### config.mk
export PLATFORM = sky130hd
export DESIGN_NAME = cct_charge_ctrl
export DESIGN_NICKNAME = d
export VERILOG_FILES = /design/src/design/cct_pkg.sv /design/src/design/cct_charge_ctrl.sv
export VERILOG_INCLUDE_DIRS = /design/src /design/src/design
export SDC_FILE = /design/constraint.sdc
export NUM_CORES = 1
export LEC_CHECK = 0
export CAP_MARGIN = 0
export CORE_MARGIN = 2
export CORE_UTILIZATION = 55
export CTS_CLUSTER_SIZE = 25
export DETAILED_ROUTE_END_ITERATION = 7
export DONT_BUFFER_PORTS = 1
export PLACE_DENSITY = 0.72
export SLEW_MARGIN = 15
export SYNTH_ARGS = -nofsm -noshare
export SYNTH_HDL_FRONTEND = slang
export SYNTH_SLANG_ARGS = --single-unit
### constraint.sdc
create_clock -name core_clk -period 10 [get_ports core_clk]
set_clock_uncertainty 0.05 [all_clocks]
set_input_delay 2 -clock core_clk [delete_from_list [all_inputs] [get_ports core_clk]]
set_output_delay 2 -clock core_clk [all_outputs]
set_load 0.02 [all_outputs]
### src/design/cct_consts.svh
// Constants for the charge-cycle timer control block
`ifndef CCT_CONSTS_SVH
`define CCT_CONSTS_SVH

// Time base
`define CCT_CLK_PERIOD_NS   20
`define CCT_TICK_PERIOD_NS  1000000000
`define CCT_TICK_CYCLES     (`CCT_TICK_PERIOD_NS / `CCT_CLK_PERIOD_NS)

// Register byte offsets
`define CCT_OFS_CTRL        8'h00
`define CCT_OFS_LIMITS      8'h04
`define CCT_OFS_THRESH      8'h08
`define CCT_OFS_STATUS      8'h0C
`define CCT_OFS_EFFECT      8'h10

// Control register fields
`define CCT_CTRL_CHG_EN     0
`define CCT_CTRL_TERM_EN    1
`define CCT_CTRL_PRE_EN     2
`define CCT_CTRL_SAFE_EN    3
`define CCT_CTRL_HALF_EN    4
`define CCT_CTRL_PIN_EN     5
`define CCT_CTRL_CV_MASK    6
`define CCT_CTRL_TOPOFF_LSB 8
`define CCT_CTRL_MASK       32'h0000_037F
`define CCT_CTRL_RESET      32'h0000_003F

// Limits register fields (50 mA per code)
`define CCT_LIM_CHARGE_CURRENT_SET_PIN_LSB    0
`define CCT_LIM_TERMINATION_CURRENT_FIELD_LSB   16
`define CCT_LIM_MASK        32'h01FF_01FF
`define CCT_LIM_RESET       32'h0014_0190

// Threshold and timer selection fields
`define CCT_THR_LOWV_LSB    0
`define CCT_THR_RECHG_LSB   4
`define CCT_THR_SAFE_LSB    8
`define CCT_THR_CV_LSB      12
`define CCT_THR_MASK        32'h0000_F333
`define CCT_THR_RESET       32'h0000_0233

// Status register fields
`define CCT_STAT_FAULT      4
`define CCT_STAT_CVEXP      5

// Threshold ratios in permille of the feedback target
`define CCT_LOWV_SEL0       10'h258
`define CCT_LOWV_SEL1       10'h226
`define CCT_LOWV_SEL2       10'h29B
`define CCT_LOWV_SEL3       10'h2CA
`define CCT_RECHG_SEL0      10'h3A2
`define CCT_RECHG_SEL1      10'h3B2
`define CCT_RECHG_SEL2      10'h3C1
`define CCT_RECHG_SEL3      10'h3D0

// Timer durations in seconds
`define CCT_SAFE_SEL0_S     18000
`define CCT_SAFE_SEL1_S     28800
`define CCT_SAFE_SEL2_S     43200
`define CCT_SAFE_SEL3_S     86400
`define CCT_PRECHG_S        7200
`define CCT_TOPOFF_STEP_S   900
`define CCT_CV_STEP_S       3600

`endif

### src/design/cct_pkg.sv
// Types for the charge-cycle timer control block
package cct_pkg;

   typedef enum logic [6:0] {
      CCT_IDLE    = 7'b000_0001,
      CCT_TRICKLE = 7'b000_0010,
      CCT_PRE     = 7'b000_0100,
      CCT_CC      = 7'b000_1000,
      CCT_CV      = 7'b001_0000,
      CCT_TOPOFF  = 7'b010_0000,
      CCT_DONE    = 7'b100_0000
   } cct_state_e;

   typedef struct packed {
      logic       ce_n;
      logic [8:0] pin_code;
      logic       vfb_below_short;
      logic       vfb_below_lowv;
      logic       vfb_above_rechg;
      logic       ibat_below_term;
      logic       cv_regulation;
      logic       vin_limit_active;
      logic       iin_limit_active;
      logic       temp_current_reduced;
      logic       charge_fault;
   } cct_sense_s;

   typedef struct packed {
      logic [8:0] charge_limit;
      logic [8:0] precharge_limit;
      logic [8:0] term_threshold;
   } cct_limits_s;

endpackage

### src/design/cct_charge_ctrl.sv
// Charge phase sequencer, limit selection and charge timers behind APB
//
// Local design decisions: the APB slave port and the register offsets.
`timescale 1ns/1ps
`include "cct_consts.svh"

module cct_charge_ctrl
#(
   parameter int unsigned TICK_CYCLES = `CCT_TICK_CYCLES
)
(
   input  wire logic         core_clk,
   input  wire logic         reset,
   input  wire logic         psel,
   input  wire logic         penable,
   input  wire logic         pwrite,
   input  wire logic [7:0]   paddr,
   input  wire logic [31:0]  pwdata,
   output logic [31:0]       prdata,
   output logic              pready,
   output logic              pslverr,
   input  cct_pkg::cct_sense_s  sense,
   output cct_pkg::cct_limits_s limits,
   output logic              converter_enable,
   output logic              int_pulse,
   output logic [2:0]        charge_status,
   output logic [9:0]        lowv_permille,
   output logic [9:0]        rechg_permille
);
   import cct_pkg::*;

   // ==========================================================
   // Input synchroniser
   cct_sense_s sync1_q;
   cct_sense_s s;

   always_ff @(posedge core_clk or posedge reset)
      if (reset)
      begin
         sync1_q <= '0;
         s       <= '0;
      end
      else
      begin
         sync1_q <= sense;
         s       <= sync1_q;
      end

   // ==========================================================
   // APB register file
   logic [31:0] ctrl_q;
   logic [31:0] lim_q;
   logic [31:0] thr_q;
   logic        fault_q;
   logic        cvexp_q;
   logic        wr_en;
   logic        setup;
   logic        hit;
   logic [31:0] rd_mux;
   cct_state_e  state_q;
   cct_state_e  state_d;
   logic [2:0]  status_q;

   assign setup  = psel & ~penable;
   assign wr_en  = psel & penable & pwrite;
   assign pready = psel & penable;

   always_comb
   begin
      hit    = 1'b1;
      rd_mux = 32'h0000_0000;
      case (paddr)
         `CCT_OFS_CTRL:   rd_mux = ctrl_q;
         `CCT_OFS_LIMITS: rd_mux = lim_q;
         `CCT_OFS_THRESH: rd_mux = thr_q;
         `CCT_OFS_STATUS:
            rd_mux = {26'h000_0000, cvexp_q, fault_q, 1'b0, status_q};
         `CCT_OFS_EFFECT:
            rd_mux = {7'h00, limits.term_threshold,
                      7'h00, limits.charge_limit};
         default:         hit = 1'b0;
      endcase
   end

   // Read data and error caught in the setup cycle
   always_ff @(posedge core_clk or posedge reset)
      if (reset)
      begin
         prdata  <= 32'h0000_0000;
         pslverr <= 1'b0;
      end
      else if (setup)
      begin
         prdata  <= pwrite ? 32'h0000_0000 : rd_mux;
         pslverr <= ~hit;
      end

   // charge field resets to code 0x190 (400)
   always_ff @(posedge core_clk or posedge reset)
      if (reset)
      begin
         ctrl_q <= `CCT_CTRL_RESET;
         lim_q  <= `CCT_LIM_RESET;
         thr_q  <= `CCT_THR_RESET;
      end
      else if (wr_en)
      begin
         if (paddr == `CCT_OFS_CTRL)
            ctrl_q <= pwdata & `CCT_CTRL_MASK;
         if (paddr == `CCT_OFS_LIMITS)
            lim_q <= pwdata & `CCT_LIM_MASK;
         if (paddr == `CCT_OFS_THRESH)
            thr_q <= pwdata & `CCT_THR_MASK;
      end

   logic       chg_en;
   logic       term_en;
   logic       pre_en;
   logic       safe_en;
   logic       half_en;
   logic       pin_en;
   logic       cv_mask;
   logic [1:0] topoff_sel;
   logic [8:0] charge_current_set_pin_field;
   logic [8:0] termination_current_field_field;
   logic [1:0] lowv_sel;
   logic [1:0] rechg_sel;
   logic [1:0] safe_sel;
   logic [3:0] cv_sel;

   assign chg_en      = ctrl_q[`CCT_CTRL_CHG_EN];
   assign term_en     = ctrl_q[`CCT_CTRL_TERM_EN];
   assign pre_en      = ctrl_q[`CCT_CTRL_PRE_EN];
   assign safe_en     = ctrl_q[`CCT_CTRL_SAFE_EN];
   assign half_en     = ctrl_q[`CCT_CTRL_HALF_EN];
   assign pin_en      = ctrl_q[`CCT_CTRL_PIN_EN];
   assign cv_mask     = ctrl_q[`CCT_CTRL_CV_MASK];
   assign topoff_sel  = ctrl_q[`CCT_CTRL_TOPOFF_LSB +: 2];
   assign charge_current_set_pin_field  = lim_q[`CCT_LIM_CHARGE_CURRENT_SET_PIN_LSB +: 9];
   assign termination_current_field_field = lim_q[`CCT_LIM_TERMINATION_CURRENT_FIELD_LSB +: 9];
   assign lowv_sel    = thr_q[`CCT_THR_LOWV_LSB +: 2];
   assign rechg_sel   = thr_q[`CCT_THR_RECHG_LSB +: 2];
   assign safe_sel    = thr_q[`CCT_THR_SAFE_LSB +: 2];
   assign cv_sel      = thr_q[`CCT_THR_CV_LSB +: 4];

   // ==========================================================
   // Limit selection
   logic [8:0] pin_max;
   logic [8:0] pin_tenth;
   assign pin_max   = pin_en ? s.pin_code : charge_current_set_pin_field;
   assign pin_tenth = pin_max / 9'd10;

   // recomputed every cycle from live fields
   always_ff @(posedge core_clk or posedge reset)
      if (reset)
         limits <= '0;
      else
      begin
         // pin ignored when its function is off
         limits.charge_limit <= (pin_en && s.pin_code < charge_current_set_pin_field) ?
                                s.pin_code : charge_current_set_pin_field;
         limits.precharge_limit <= pin_max / 9'd5;
         limits.term_threshold <= (pin_tenth < termination_current_field_field) ?
                                  pin_tenth : termination_current_field_field;
      end

   always_ff @(posedge core_clk or posedge reset)
      if (reset)
      begin
         lowv_permille  <= 10'h000;
         rechg_permille <= 10'h000;
      end
      else
      begin
         case (lowv_sel)
            2'h0:    lowv_permille <= `CCT_LOWV_SEL0;
            2'h1:    lowv_permille <= `CCT_LOWV_SEL1;
            2'h2:    lowv_permille <= `CCT_LOWV_SEL2;
            default: lowv_permille <= `CCT_LOWV_SEL3;
         endcase
         case (rechg_sel)
            2'h0:    rechg_permille <= `CCT_RECHG_SEL0;
            2'h1:    rechg_permille <= `CCT_RECHG_SEL1;
            2'h2:    rechg_permille <= `CCT_RECHG_SEL2;
            default: rechg_permille <= `CCT_RECHG_SEL3;
         endcase
      end

   // ==========================================================
   // Time base and rate control
   logic [25:0] tick_cnt_q;
   logic        tick;
   logic        half_phase_q;
   logic        input_power_limiting;
   logic        halfrate;
   logic        adv;
   logic        cv_adv;

   assign tick = (tick_cnt_q == 26'(TICK_CYCLES - 1));
   assign input_power_limiting  = s.vin_limit_active | s.iin_limit_active;
   // full rate when doubling is off
   assign halfrate = half_en & (input_power_limiting | s.temp_current_reduced);
   // half rate takes every second tick
   assign adv    = tick & ~s.charge_fault & (~halfrate | half_phase_q);
   // paused on faults and input limiting
   assign cv_adv = tick & ~s.charge_fault & ~input_power_limiting & s.cv_regulation;

   always_ff @(posedge core_clk or posedge reset)
      if (reset)
         tick_cnt_q <= 26'h000_0000;
      else
         tick_cnt_q <= tick ? 26'h000_0000 : tick_cnt_q + 26'h000_0001;

   always_ff @(posedge core_clk or posedge reset)
      if (reset)
         half_phase_q <= 1'b0;
      else if (!halfrate)
         half_phase_q <= 1'b0;
      else if (tick)
         half_phase_q <= ~half_phase_q;

   // ==========================================================
   // Timers: 0 safety, 1 pre-charge, 2 top-off, 3 CV
   logic [3:0]  t_run;
   logic [3:0]  t_step;
   logic [3:0]  t_exp;
   logic [16:0] t_lim [4];
   logic [16:0] safe_lim;
   logic        chg_phase;

   assign chg_phase = state_q inside {CCT_TRICKLE, CCT_PRE, CCT_CC, CCT_CV};

   always_comb
      case (safe_sel)
         2'h0:    safe_lim = 17'(`CCT_SAFE_SEL0_S);
         2'h1:    safe_lim = 17'(`CCT_SAFE_SEL1_S);
         2'h2:    safe_lim = 17'(`CCT_SAFE_SEL2_S);
         default: safe_lim = 17'(`CCT_SAFE_SEL3_S);
      endcase

   // enable bit gates the safety timer
   assign t_run[0]  = chg_phase & safe_en;
   assign t_step[0] = adv;
   assign t_lim[0]  = safe_lim;
   assign t_run[1]  = (state_q inside {CCT_TRICKLE, CCT_PRE}) & pre_en;
   assign t_step[1] = adv;
   assign t_lim[1]  = 17'(`CCT_PRECHG_S);
   // top-off follows safety pausing and doubling
   assign t_run[2]  = (state_q == CCT_TOPOFF);
   assign t_step[2] = adv;
   assign t_lim[2]  = 17'(topoff_sel) * 17'(`CCT_TOPOFF_STEP_S);
   // CV timer from its field, zero disables
   assign t_run[3]  = (state_q == CCT_CV) & (cv_sel != 4'h0);
   assign t_step[3] = cv_adv;
   assign t_lim[3]  = 17'(cv_sel) * 17'(`CCT_CV_STEP_S);

   genvar gi;
   generate
      for (gi = 0; gi < 4; gi++)
      begin : g_tmr
         logic [16:0] cnt_q;
         assign t_exp[gi] = t_run[gi] & t_step[gi] &
                            (cnt_q == t_lim[gi] - 17'h0_0001);
         // cleared whenever the timer is not running
         always_ff @(posedge core_clk or posedge reset)
            if (reset)
               cnt_q <= 17'h0_0000;
            else if (!t_run[gi])
               cnt_q <= 17'h0_0000;
            else if (t_step[gi])
               cnt_q <= cnt_q + 17'h0_0001;
      end
   endgenerate

   // ==========================================================
   // Charge phase sequencer
   logic       cycle_ok;
   logic       term_hit;
   cct_state_e start_st;
   cct_state_e finish_st;
   logic [2:0] status_d;

   assign cycle_ok = chg_en & ~s.ce_n & ~fault_q;
   assign term_hit = term_en & ~input_power_limiting & s.vfb_above_rechg & s.ibat_below_term;
   assign finish_st = (topoff_sel != 2'h0) ? CCT_TOPOFF : CCT_DONE;

   always_comb
      if (pre_en && s.vfb_below_short)
         start_st = CCT_TRICKLE;
      else if (pre_en && s.vfb_below_lowv)
         start_st = CCT_PRE;
      else
         start_st = CCT_CC;

   always_comb
   begin
      state_d = state_q;
      if (!cycle_ok || t_exp[0] || t_exp[1])
         state_d = CCT_IDLE;
      else
         case (state_q)
            CCT_IDLE:
               if (!s.charge_fault)
                  state_d = start_st;
            CCT_TRICKLE:
               if (!pre_en || !s.vfb_below_short)
                  state_d = pre_en ? CCT_PRE : CCT_CC;
            CCT_PRE:
               if (!pre_en || !s.vfb_below_lowv)
                  state_d = CCT_CC;
            CCT_CC:
               if (term_hit)
                  state_d = finish_st;
               else if (s.cv_regulation)
                  state_d = CCT_CV;
            CCT_CV:
               if (term_hit)
                  state_d = finish_st;
               else if (t_exp[3])
                  state_d = CCT_DONE;
            CCT_TOPOFF:
               if (t_exp[2])
                  state_d = CCT_DONE;
            CCT_DONE:
               if (!s.vfb_above_rechg)
                  state_d = start_st;
            default:
               state_d = CCT_IDLE;
         endcase
   end

   always_comb
      case (state_d)
         CCT_TRICKLE: status_d = 3'h1;
         CCT_PRE:     status_d = 3'h2;
         CCT_CC:      status_d = 3'h3;
         CCT_CV:      status_d = 3'h4;
         CCT_TOPOFF:  status_d = 3'h6;
         CCT_DONE:    status_d = 3'h7;
         default:     status_d = 3'h0;
      endcase

   always_ff @(posedge core_clk or posedge reset)
      if (reset)
      begin
         state_q  <= CCT_IDLE;
         status_q <= 3'h0;
      end
      else
      begin
         state_q  <= state_d;
         status_q <= status_d;
      end

   assign charge_status = status_q;

   always_ff @(posedge core_clk or posedge reset)
      if (reset)
         converter_enable <= 1'b0;
      else
         converter_enable <= ~s.charge_fault &
            (state_d inside {CCT_TRICKLE, CCT_PRE, CCT_CC, CCT_CV,
                             CCT_TOPOFF});

   // pulse on status change and timer events
   always_ff @(posedge core_clk or posedge reset)
      if (reset)
         int_pulse <= 1'b0;
      else
         int_pulse <= (status_d != status_q) | t_exp[0] | t_exp[1] |
                      (t_exp[3] & ~cv_mask);

   // fault flag, set wins over clear
   always_ff @(posedge core_clk or posedge reset)
      if (reset)
      begin
         fault_q <= 1'b0;
         cvexp_q <= 1'b0;
      end
      else
      begin
         if (t_exp[0] || t_exp[1])
            fault_q <= 1'b1;
         else if (!chg_en || s.ce_n || (wr_en &&
                  paddr == `CCT_OFS_STATUS && pwdata[`CCT_STAT_FAULT]))
            fault_q <= 1'b0;
         if (t_exp[3])
            cvexp_q <= 1'b1;
         else if (wr_en && paddr == `CCT_OFS_STATUS &&
                  pwdata[`CCT_STAT_CVEXP])
            cvexp_q <= 1'b0;
      end

   // ==========================================================
   // Checks

   // Whether the previous tick advanced the timers
   logic last_adv_q;

   always_ff @(posedge core_clk or posedge reset)
      if (reset)
         last_adv_q <= 1'b0;
      else if (tick)
         last_adv_q <= adv;
endmodule

Yosys cells after proc, flatten, opt, wreduce, memory -nomap -nowiden
Index checks and enable logic that the tools add are counted.
{"block": "op_classes", "add_sub_neg": 8, "n_mux": 40, "bitwise_logic": 41, "n_lt_le_gt_ge": 2, "n_div": 2, "n_eq_ne": 34, "n_reduce_logical": 33, "n_mul": 2}
{"cell": "$mux 17", "count": 8}
{"cell": "$pmux 25 s5", "count": 1}
{"cell": "$mux 7", "count": 11}
{"cell": "$add 17x1->17 const B", "count": 4}
{"cell": "$eq 17x17->1", "count": 3}
{"cell": "$pmux 17 s3", "count": 1}
{"cell": "$pmux 7 s7", "count": 1}
{"cell": "$mux 32", "count": 1}
{"cell": "$mux 9", "count": 3}
{"cell": "$add 26x1->26 const B", "count": 1}
{"cell": "$and 1x1->1", "count": 26}
{"cell": "$eq 26x26->1 const B", "count": 1}
{"cell": "$mux 26", "count": 1}
{"cell": "$pmux 8 s3", "count": 1}
{"cell": "$pmux 7 s3", "count": 1}
{"cell": "$lt 9x9->1", "count": 2}
{"cell": "$pmux 3 s6", "count": 1}
{"cell": "$eq 17x13->1 const B", "count": 1}
{"cell": "$sub 16x1->17 const B", "count": 1}
{"cell": "$sub 17x1->17 const B", "count": 1}
{"cell": "$eq 8x4->1 const B", "count": 2}
{"cell": "$eq 7x2->1 const B", "count": 2}
{"cell": "$eq 7x3->1 const B", "count": 2}
{"cell": "$eq 7x4->1 const B", "count": 2}
{"cell": "other kinds (29)", "count": 84}
{"block": "word_totals", "word_cells": 206, "output_inout_bits": 86, "register_bits": 264}

Logic depth before layout (Yosys ltp)
Gate-level depths: netlist (run 1).
{"block": "depth", "ltp_word": 17, "ltp_mapped": 19, "depth_no_buf": 16}

Worst setup path after synthesis (run 1)
Ideal clock, no wire load.
{"block": "synth_timing", "kind": "input to output", "from": "input port penable", "to": "output port pready", "t_required_ns": 7.950, "setup_slack_ns": 5.734, "cell_stages": 1, "t_arrival_ns": 2.216, "cell_sequence": "and2_1"}
{"block": "synth_between", "elab_chain_len": 1}
{"element": "start: declaration", "line_no": "cct_charge_ctrl.sv:15", "source": "input wire logic penable,"}
{"element": "$and 1x1->1", "line_no": "cct_charge_ctrl.sv:66", "source": "assign pready = psel & penable;"}
{"element": "end: declaration", "line_no": "cct_charge_ctrl.sv:20", "source": "output logic pready,"}
No other way between the ends.

Worst setup path in the final report (run 1)
{"block": "layout_timing", "from": "register ctrl_q[5]", "to": "register limits[3] in the netlist's numbering"}
{"block": "layout_between", "elab_chain_len": 4}
{"element": "start: declaration", "line_no": "cct_charge_ctrl.sv:51", "source": "logic [31:0] ctrl_q;"}
{"element": "start signal: assignment", "line_no": "cct_charge_ctrl.sv:102", "source": "ctrl_q <= `CCT_CTRL_RESET;"}
{"element": "start signal: assignment", "line_no": "cct_charge_ctrl.sv:109", "source": "ctrl_q <= pwdata & `CCT_CTRL_MASK;"}
{"element": "$mux 9 (*)", "line_no": "cct_charge_ctrl.sv:150", "source": "assign pin_max = pin_en ? s.pin_code : charge_current_set_pin_field;"}
{"element": "$div 9x4->9 (*)", "line_no": "cct_charge_ctrl.sv:151", "source": "assign pin_tenth = pin_max / 9'd10;"}
{"element": "$lt 9x9->1", "line_no": "cct_charge_ctrl.sv:163", "source": "limits.term_threshold <= (pin_tenth < termination_current_field_field) ?"}
{"element": "$mux 9 (*)", "line_no": "cct_charge_ctrl.sv:163"}
{"element": "end: declaration", "line_no": "cct_charge_ctrl.sv:23", "source": "output cct_pkg::cct_limits_s limits,"}
Every way passes the cells marked *; elsewhere a longest branch is shown, timed or not.
A chain may end at the register's enable or synchronous reset.

==> key figures, run 1 <==
Die
  – Die Y: 159 um
  – Effective utilization at floorplan: 56.0%
  – Placement Rows: 56
  – Die outline area: between 20000 and 30000 sq um
  – Horizontal extent of the die: 159 um
  – Floorplan Core Area: between 20000 and 25000 sq um
  – I/O pin count: 150

Setup path
  – Startpoint type of the worst setup path: register
  – Crit path launch: ctrl_q[5]
  – Setup Crit Path Kind: reg -> reg
  – Origin of the critical flop-to-flop path: ctrl_q[5]
  – Worst setup EP type: register
  – Crit-path max FO: 21
  – Required time of the critical path: 10390 ps
  – Arrival @ worst endpoint: 5440 ps

STA
  – Post-layout min period: between 5000 and 6000 ps
  – Maximum achievable frequency: 198 MHz
  – Period utilisation layout: 50.6%
  – Count of endpoints failing hold in the final timing report: 0
  – Setup violation total in the final timing report: 0
  – Unrepaired setup endpoints after global routing: no
  – Pin slew with the least headroom to its limit: 1060 ps
  – Worst slew margin relative to its limit: 27.2%
  – Final Max Slew Viols: 0
  – Total negative slack: 0 ps

Placement
  – HPWL after DPL: 21.6 mm
  – Count of port buffers added during placement: 0
  – Routability Congestion: 0.911
  – Post-DP Area: 13300 sq um

Cells and area
  – Layout Nets: roughly 1400
  – Ratio of cells with drive above 1 in the final layout: 10.1%
  – Design Area, Final: 14200 sq um
  – Number of antenna diodes: 0
  – Number of fill cells in the layout: 1945
  – P&R area growth vs syn: 8.44%

Clock network
  – Num Clock Sinks: 245
  – TritonCTS buffer count: 27
  – Number of buffers inserted by post-CTS setup repair: 0
  – Max Buffers Root-to-Sink: 3
  – Skew-Pair Late Insertion Delay: 550 ps
  – Clock Pin Slew Worst Setup and Hold Paths: 60 ps
  – H-tree lvl count: 1
  – Clock Root Buffer: sky130_fd_sc_hd__clkbuf_16
  – Quantity of hold-fixing buffers added after cts: 0
  – Number of cells upsized or downsized after cts: 0
  – Clock tree from TritonCTS: built

Global routing
  – Remaining Overflow, GRT: 0
  – Global-route usage over all layers: 24.1%
  – Maximum number of pins on one net before global-route repair: between 100 and 150
  – Vias in the first global route: 9399
  – Antenna violations before repair: 0
  – First-pass GRT wire length: 48.4 mm

Job
  – Maximum capacitance violations: 0

Synth
  – Part of the Yosys area used for sequential elements: between 40% and 50%
  – Synth Instances: 1333
  – Top-area cell type share of the netlist area: between 40% and 50%
  – Number of warning messages in the yosys log: 0
  – Synth top area cells: sky130_fd_sc_hd__dfrtp_1 (43%), sky130_fd_sc_hd__ha_1 (5.0%), sky130_fd_sc_hd__nor2_1 (3.9%)
  – Flip-flop and latch count after synthesis: around 250
  – Number of flops mapped to enable cells by yosys: 0
  – Fraction of registers with async set or reset after synthesis: between 90% and 100%
  – Leading cell types by count after synthesis: sky130_fd_sc_hd__dfrtp_1 (228), sky130_fd_sc_hd__nor2_1 (138), sky130_fd_sc_hd__nand2_1 (128)
  – Yosys cell types: 84
  – Cell with the most instances after synthesis: sky130_fd_sc_hd__dfrtp_1
  – Primary FF master, synth: sky130_fd_sc_hd__dfrtp_1
  – Mapped cell area: between 10000 and 15000 sq um
  – Mean area per synthesized cell: 9.86 sq um
  – Top cell type by total area after synthesis: sky130_fd_sc_hd__dfrtp_1

Detailed routing
  – Final routed DRC violation total: 0
  – Count of vias placed by the detailed router: 9771
  – Detail-routed net length per standard cell: approximately 18 um
  – Post-detailed-routing wire length: between 20 and 30 mm
  – First-iteration detailed-routing DRC count: 685
  – Iteration count of the initial detailed-routing pass: 5
  – Antenna-violating nets left: 0
  – Number of vias per cell: 5.88

Pwr
  – Share of power burned in registers: a little under half
  – Relative contribution of the clock network to total power: 46.8%
  – Power Dens Cells: 154 nW/um^2
  – Leakage Power: 0.00603 uW
  – Worst VDD drop: around 160 uV
  – Share of total power in combinational logic: approximately 5.3%
  – Internal power: 1670 uW
  – NetSw: about 520 uW
  – Switching Fraction: 23.7%

Status
  – Outcome: complete, no violations

Worst hold path
  – Worst Hold Class: reg -> reg
  – Startpoint of the worst hold path: sync1_q[9]
[worst max-delay path: stages (launching register included)]
cell and delay (ps):
sky130_fd_sc_hd__dfstp_2 840, sky130_fd_sc_hd__mux2i_1 790, sky130_fd_sc_hd__nor2_1 230, sky130_fd_sc_hd__xnor2_1 190
sky130_fd_sc_hd__o211ai_1 760, sky130_fd_sc_hd__o21ai_0 330, sky130_fd_sc_hd__a21o_1 230, sky130_fd_sc_hd__ha_1 170
sky130_fd_sc_hd__a21oi_1 160, sky130_fd_sc_hd__nor2b_1 60, sky130_fd_sc_hd__o21ai_0 140, sky130_fd_sc_hd__nand2b_1 80
sky130_fd_sc_hd__a21o_1 220, sky130_fd_sc_hd__o21ai_2 300, sky130_fd_sc_hd__mux2_2 380
[metal layers]
metal / GRT usage [%] / up-vias / part of all wire (%)
met3: 5.61 / 63 / 6.6
met1: 32.5 / 4805 / 43
met2: 38.6 / 274 / 47
li1: - / 4629 / -
met4: 8.15 / 0 / 3.1
met5: 0 / - / 0
[stage by stage]
step,std cells,util [%],setup WS [ps],total power [uW],hold WS (ps)
after detailed placement,1612,56.8,5050,1180,285
after floorplan,1349,-,1250,1160,281
after global placement,1612,56.8,5110,1180,282
after CTS,1662,60.7,5030,2210,286
final,1662,60.7,4940,2190,286
after global routing,1662,60.7,4560,2260,287
[sequential cells by signal, indices dropped and copies added, names as in the netlist, 7 cells and up]
name           cells
g_tmr.cnt_q       68
limits            25
lowv_permille      7
thr_q             10
ctrl_q             9
state_q            7
tick_cnt_q        26
prdata            23
s                 19
sync1_q           19
lim_q             18
[placed cells by master, fill, tap and decap left out, drive strengths merged, types with 13 or more instances in the layout]
master	instances
a22oi	16
nor2b	13
xor2	58
mux2i	19
nand4	31
nor2	138
o21ai	86
xnor2	47
and3	26
inv	54
or3	22
conb	18
ha	53
mux2	43
nor3	29
a21oi	39
nand3	40
nand2	129
dfrtp	228
clkbuf	40
dfstp	17
nand2b	17
[worst paths after layout]
kind,slack [ps],cells past startpoint,end
setup / recovery,4940,14,limits[3]
hold reg to reg,290,0,s[9]
min in group asynchronous,1410,1,tick_cnt_q[17]
setup reg to reg,4940,14,limits[3]
max in group asynchronous,6560,3,int_pulse
hold / removal,290,0,s[9]
[cell families (layout without fill, tap and decap cells)]
kind of cell	count (synthesis)	count (layout)	synth area share [%]
compound gates	230	230	11.6
fa+ha+maj	58	58	5.66
flops	245	245	46.8
simple gates	515	515	19.6
mux	62	62	5.13
buf+inv	116	110	4.14
other cells	2	18	0.0571
xor+xnor	105	105	7.00
[final cells by class]
type	instances	area (sq um)	area share (%)
clock buffer	40	774	5.44
multi-input combinational	988	6500	45.6
sequential	245	6150	43.2
timing repair buffer	9	67.6	0.474
inverter	51	199	1.40
tap	319	399	2.80
clock inverter	10	153	1.07
[power groups by stage]
stage                     sequential [uW]  clock, uW  combinational (uW)
final                                1050       1030                 116
after detailed placement             1070          0                 116
after CTS                            1050       1040                 116
after global placement               1070          0                 113
after global routing                 1050       1080                 131
after floorplan                      1060          0                99.9
Power figures use the tool's default switching activity.
==> inputs of run 2 (changes only) <==
clock period = 5.2 ns   (was 10 ns; I/O delays follow)
==> run 2 against run 1 <==
Against the previous run:
- hold slack gained 8.3 ps
- die area is the same
- highest routed layer is now met5
- largest cell class unchanged
- first-iteration DRC count grew 0.58%
- critical path depth is the same
- sequential share of layout area shrank 0.56 points
- clock power grew 110%
- cell area grew 1.3%
- critical path type unchanged
- register-to-register slack lost 4300 ps
- critical endpoint unchanged
- maximum frequency grew 12%
- power grew 100%
- wire length grew 0.41%
==> key figures, run 2 (synthesis gave the netlist of run 1 again) <==
Status
  – Outcome: complete, no violations

Setup path
  – Worst setup EP type: register
  – Crit path launch: ctrl_q[5]
  – Required time of the critical path: 5590 ps
  – Arrival @ worst endpoint: 4920 ps
  – Slack of the worst reg-to-reg path: 670 ps
  – Setup Crit Path Kind: reg -> reg
  – Startpoint type of the worst setup path: register
  – Origin of the critical flop-to-flop path: ctrl_q[5]
  – Crit-path max FO: 13

Clock network
  – Skew-Pair Late Insertion Delay: between 500 and 600 ps
  – Num Clock Sinks: between 200 and 250
  – Clock tree from TritonCTS: built
  – Max Buffers Root-to-Sink: 3
  – TritonCTS buffer count: 27
  – Clock Root Buffer: sky130_fd_sc_hd__clkbuf_16
  – Number of buffers inserted by post-CTS setup repair: 0
  – H-tree lvl count: 1
  – Quantity of hold-fixing buffers added after cts: 0
  – Number of cells upsized or downsized after cts: 0
  – Clock Pin Slew Worst Setup and Hold Paths: 60 ps

Cells and area
  – Max FFs per register: 68
  – Ratio of cells with drive above 1 in the final layout: 11.2%
  – Number of antenna diodes: 0
  – P&R area growth vs syn: 9.85%
  – Most frequent cells in the layout: sky130_fd_sc_hd__dfrtp_1 (228), sky130_fd_sc_hd__nor2_1 (138), sky130_fd_sc_hd__nand2_1 (128)
  – Largest registers: g_tmr.cnt_q (68), tick_cnt_q (26), limits (25)
  – Layout Nets: 1452
  – Most flops, register: g_tmr.cnt_q
  – Number of fill cells in the layout: 1913
  – Commonest non-fill, non-tap cell in the layout: sky130_fd_sc_hd__dfrtp_1
  – Non-filler cells, final: 1672

STA
  – Worst slew margin relative to its limit: 34.7%
  – Setup violation total in the final timing report: 0
  – Unrepaired setup endpoints after global routing: no
  – Count of endpoints failing hold in the final timing report: 0
  – Pin slew with the least headroom to its limit: 952 ps
  – Period utilisation layout: 87.2%
  – Post-layout min period: 4530 ps
  – Maximum achievable frequency: 221 MHz
  – Final Max Slew Viols: 0
  – Total negative slack: 0 ps

Pwr
  – Worst VDD drop: about 280 uV
  – Power Dens Cells: 305 nW/um^2
  – Leakage Power: 0.00613 uW
  – Pwr Total: 4410 uW

Detailed routing
  – Routed wl met3: 2.11 mm
  – Routed wire length on met2: approximately 14 mm
  – Final routed DRC violation total: 0
  – Antenna-violating nets left: 0
  – Number of vias per cell: 5.85
  – Post-route met1 wirelength: ~13 mm
  – Post-detailed-routing wire length: 30.1 mm
  – Count of vias placed by the detailed router: between 9000 and 10000
  – Detail-routed net length per standard cell: about 18 um
  – First-iteration detailed-routing DRC count: 689
  – Highest routing layer actually used: met5
  – Iteration count of the initial detailed-routing pass: 5

Placement
  – Routability Congestion: 0.868
  – Count of port buffers added during placement: 0
  – HPWL after DPL: 21.7 mm
  – Placed Instances: 1622

Worst hold path
  – Worst Hold Class: reg -> reg
  – Startpoint of the worst hold path: sync1_q[9]

Die
  – Effective utilization at floorplan: 56.0%
  – Die Y: ~160 um
  – Horizontal extent of the die: 159 um
  – I/O pin count: 150
  – Die outline area: ~25000 sq um
  – Placement Rows: 56
  – Floorplan Core Area: 23500 sq um

Job
  – Maximum capacitance violations: 0

Global routing
  – Global-route usage over all layers: 24.1%
  – Vias in the first global route: 9372
  – Antenna violations before repair: 2
  – First-pass GRT wire length: 48.3 mm
  – Remaining Overflow, GRT: 0
  – Maximum number of pins on one net before global-route repair: 120
==> run 2: changes by cell type in the layout (fill, tap and decap cells not counted), sizes merged <==
cell,previous run,this run
clkbuf,40,39
bufinv,3,6
buf,9,19
clkinvlp,1,2
inv,54,51
==> run 2: path summary, 6_finish.rpt <==
kind / endpoint / cells past startpoint
worst max-delay path: limits[3] / 14
worst min-delay path: s[9] / 0
worst max register to register: limits[3] / 14
worst min register to register: s[9] / 0
max in group asynchronous: g_tmr[0].cnt_q[5] / 2
min in group asynchronous: tick_cnt_q[3] / 1
==> run 2: per-stage QoR <==
step	cell area, sq um	hold WS (ps)	setup WS (ps)	utilization (%)
2_1_floorplan	13200	281	906	-
3_3_place_gp	13400	283	744	57.1
3_5_place_dp	13400	285	734	57.1
4_1_cts	14400	298	717	61.5
5_1_grt	14400	303	352	61.5
6_report	14400	294	666	61.5
==> run 2: worst max-delay path: stages, from the launching register on <==
cell	delay [ps]
sky130_fd_sc_hd__dfstp_2	700
sky130_fd_sc_hd__mux2i_1	840
sky130_fd_sc_hd__nand2_1	210
sky130_fd_sc_hd__a22oi_1	220
sky130_fd_sc_hd__o221ai_1	220
sky130_fd_sc_hd__a21oi_2	390
sky130_fd_sc_hd__inv_1	180
sky130_fd_sc_hd__ha_1	320
sky130_fd_sc_hd__a21oi_1	140
sky130_fd_sc_hd__nor2b_1	60
sky130_fd_sc_hd__o21ai_0	150
sky130_fd_sc_hd__nand2b_1	70
sky130_fd_sc_hd__a21o_1	210
sky130_fd_sc_hd__o21ai_2	290
sky130_fd_sc_hd__mux2_2	370
==> run 2: metal layers <==
| metal | vias to the layer above | global-route usage, % |
|---|---|---|
| li1 | 4646 | - |
| met1 | 4771 | 32.4 |
| met2 | 291 | 38.3 |
| met3 | 76 | 6.42 |
| met4 | 4 | 7.12 |
| met5 | - | 0 |
==> run 2: cell type report <==
cell class	instances	area, sq um	area share (%)
clock inverters	11	223	1.54
repair buffers	19	155	1.07
flip-flops and latches	245	6150	42.6
multi-input cells	988	6510	45.1
well taps	319	399	2.76
clock buffers	39	801	5.55
inverters	51	195	1.35
==> run 2: power breakdown <==
part	total, uW	internal [uW]	switching (uW)	leakage (uW)
clock network	2160	1370	793	0.000501
logic	227	79.8	148	0.00252
registers	2020	1950	67.7	0.00311
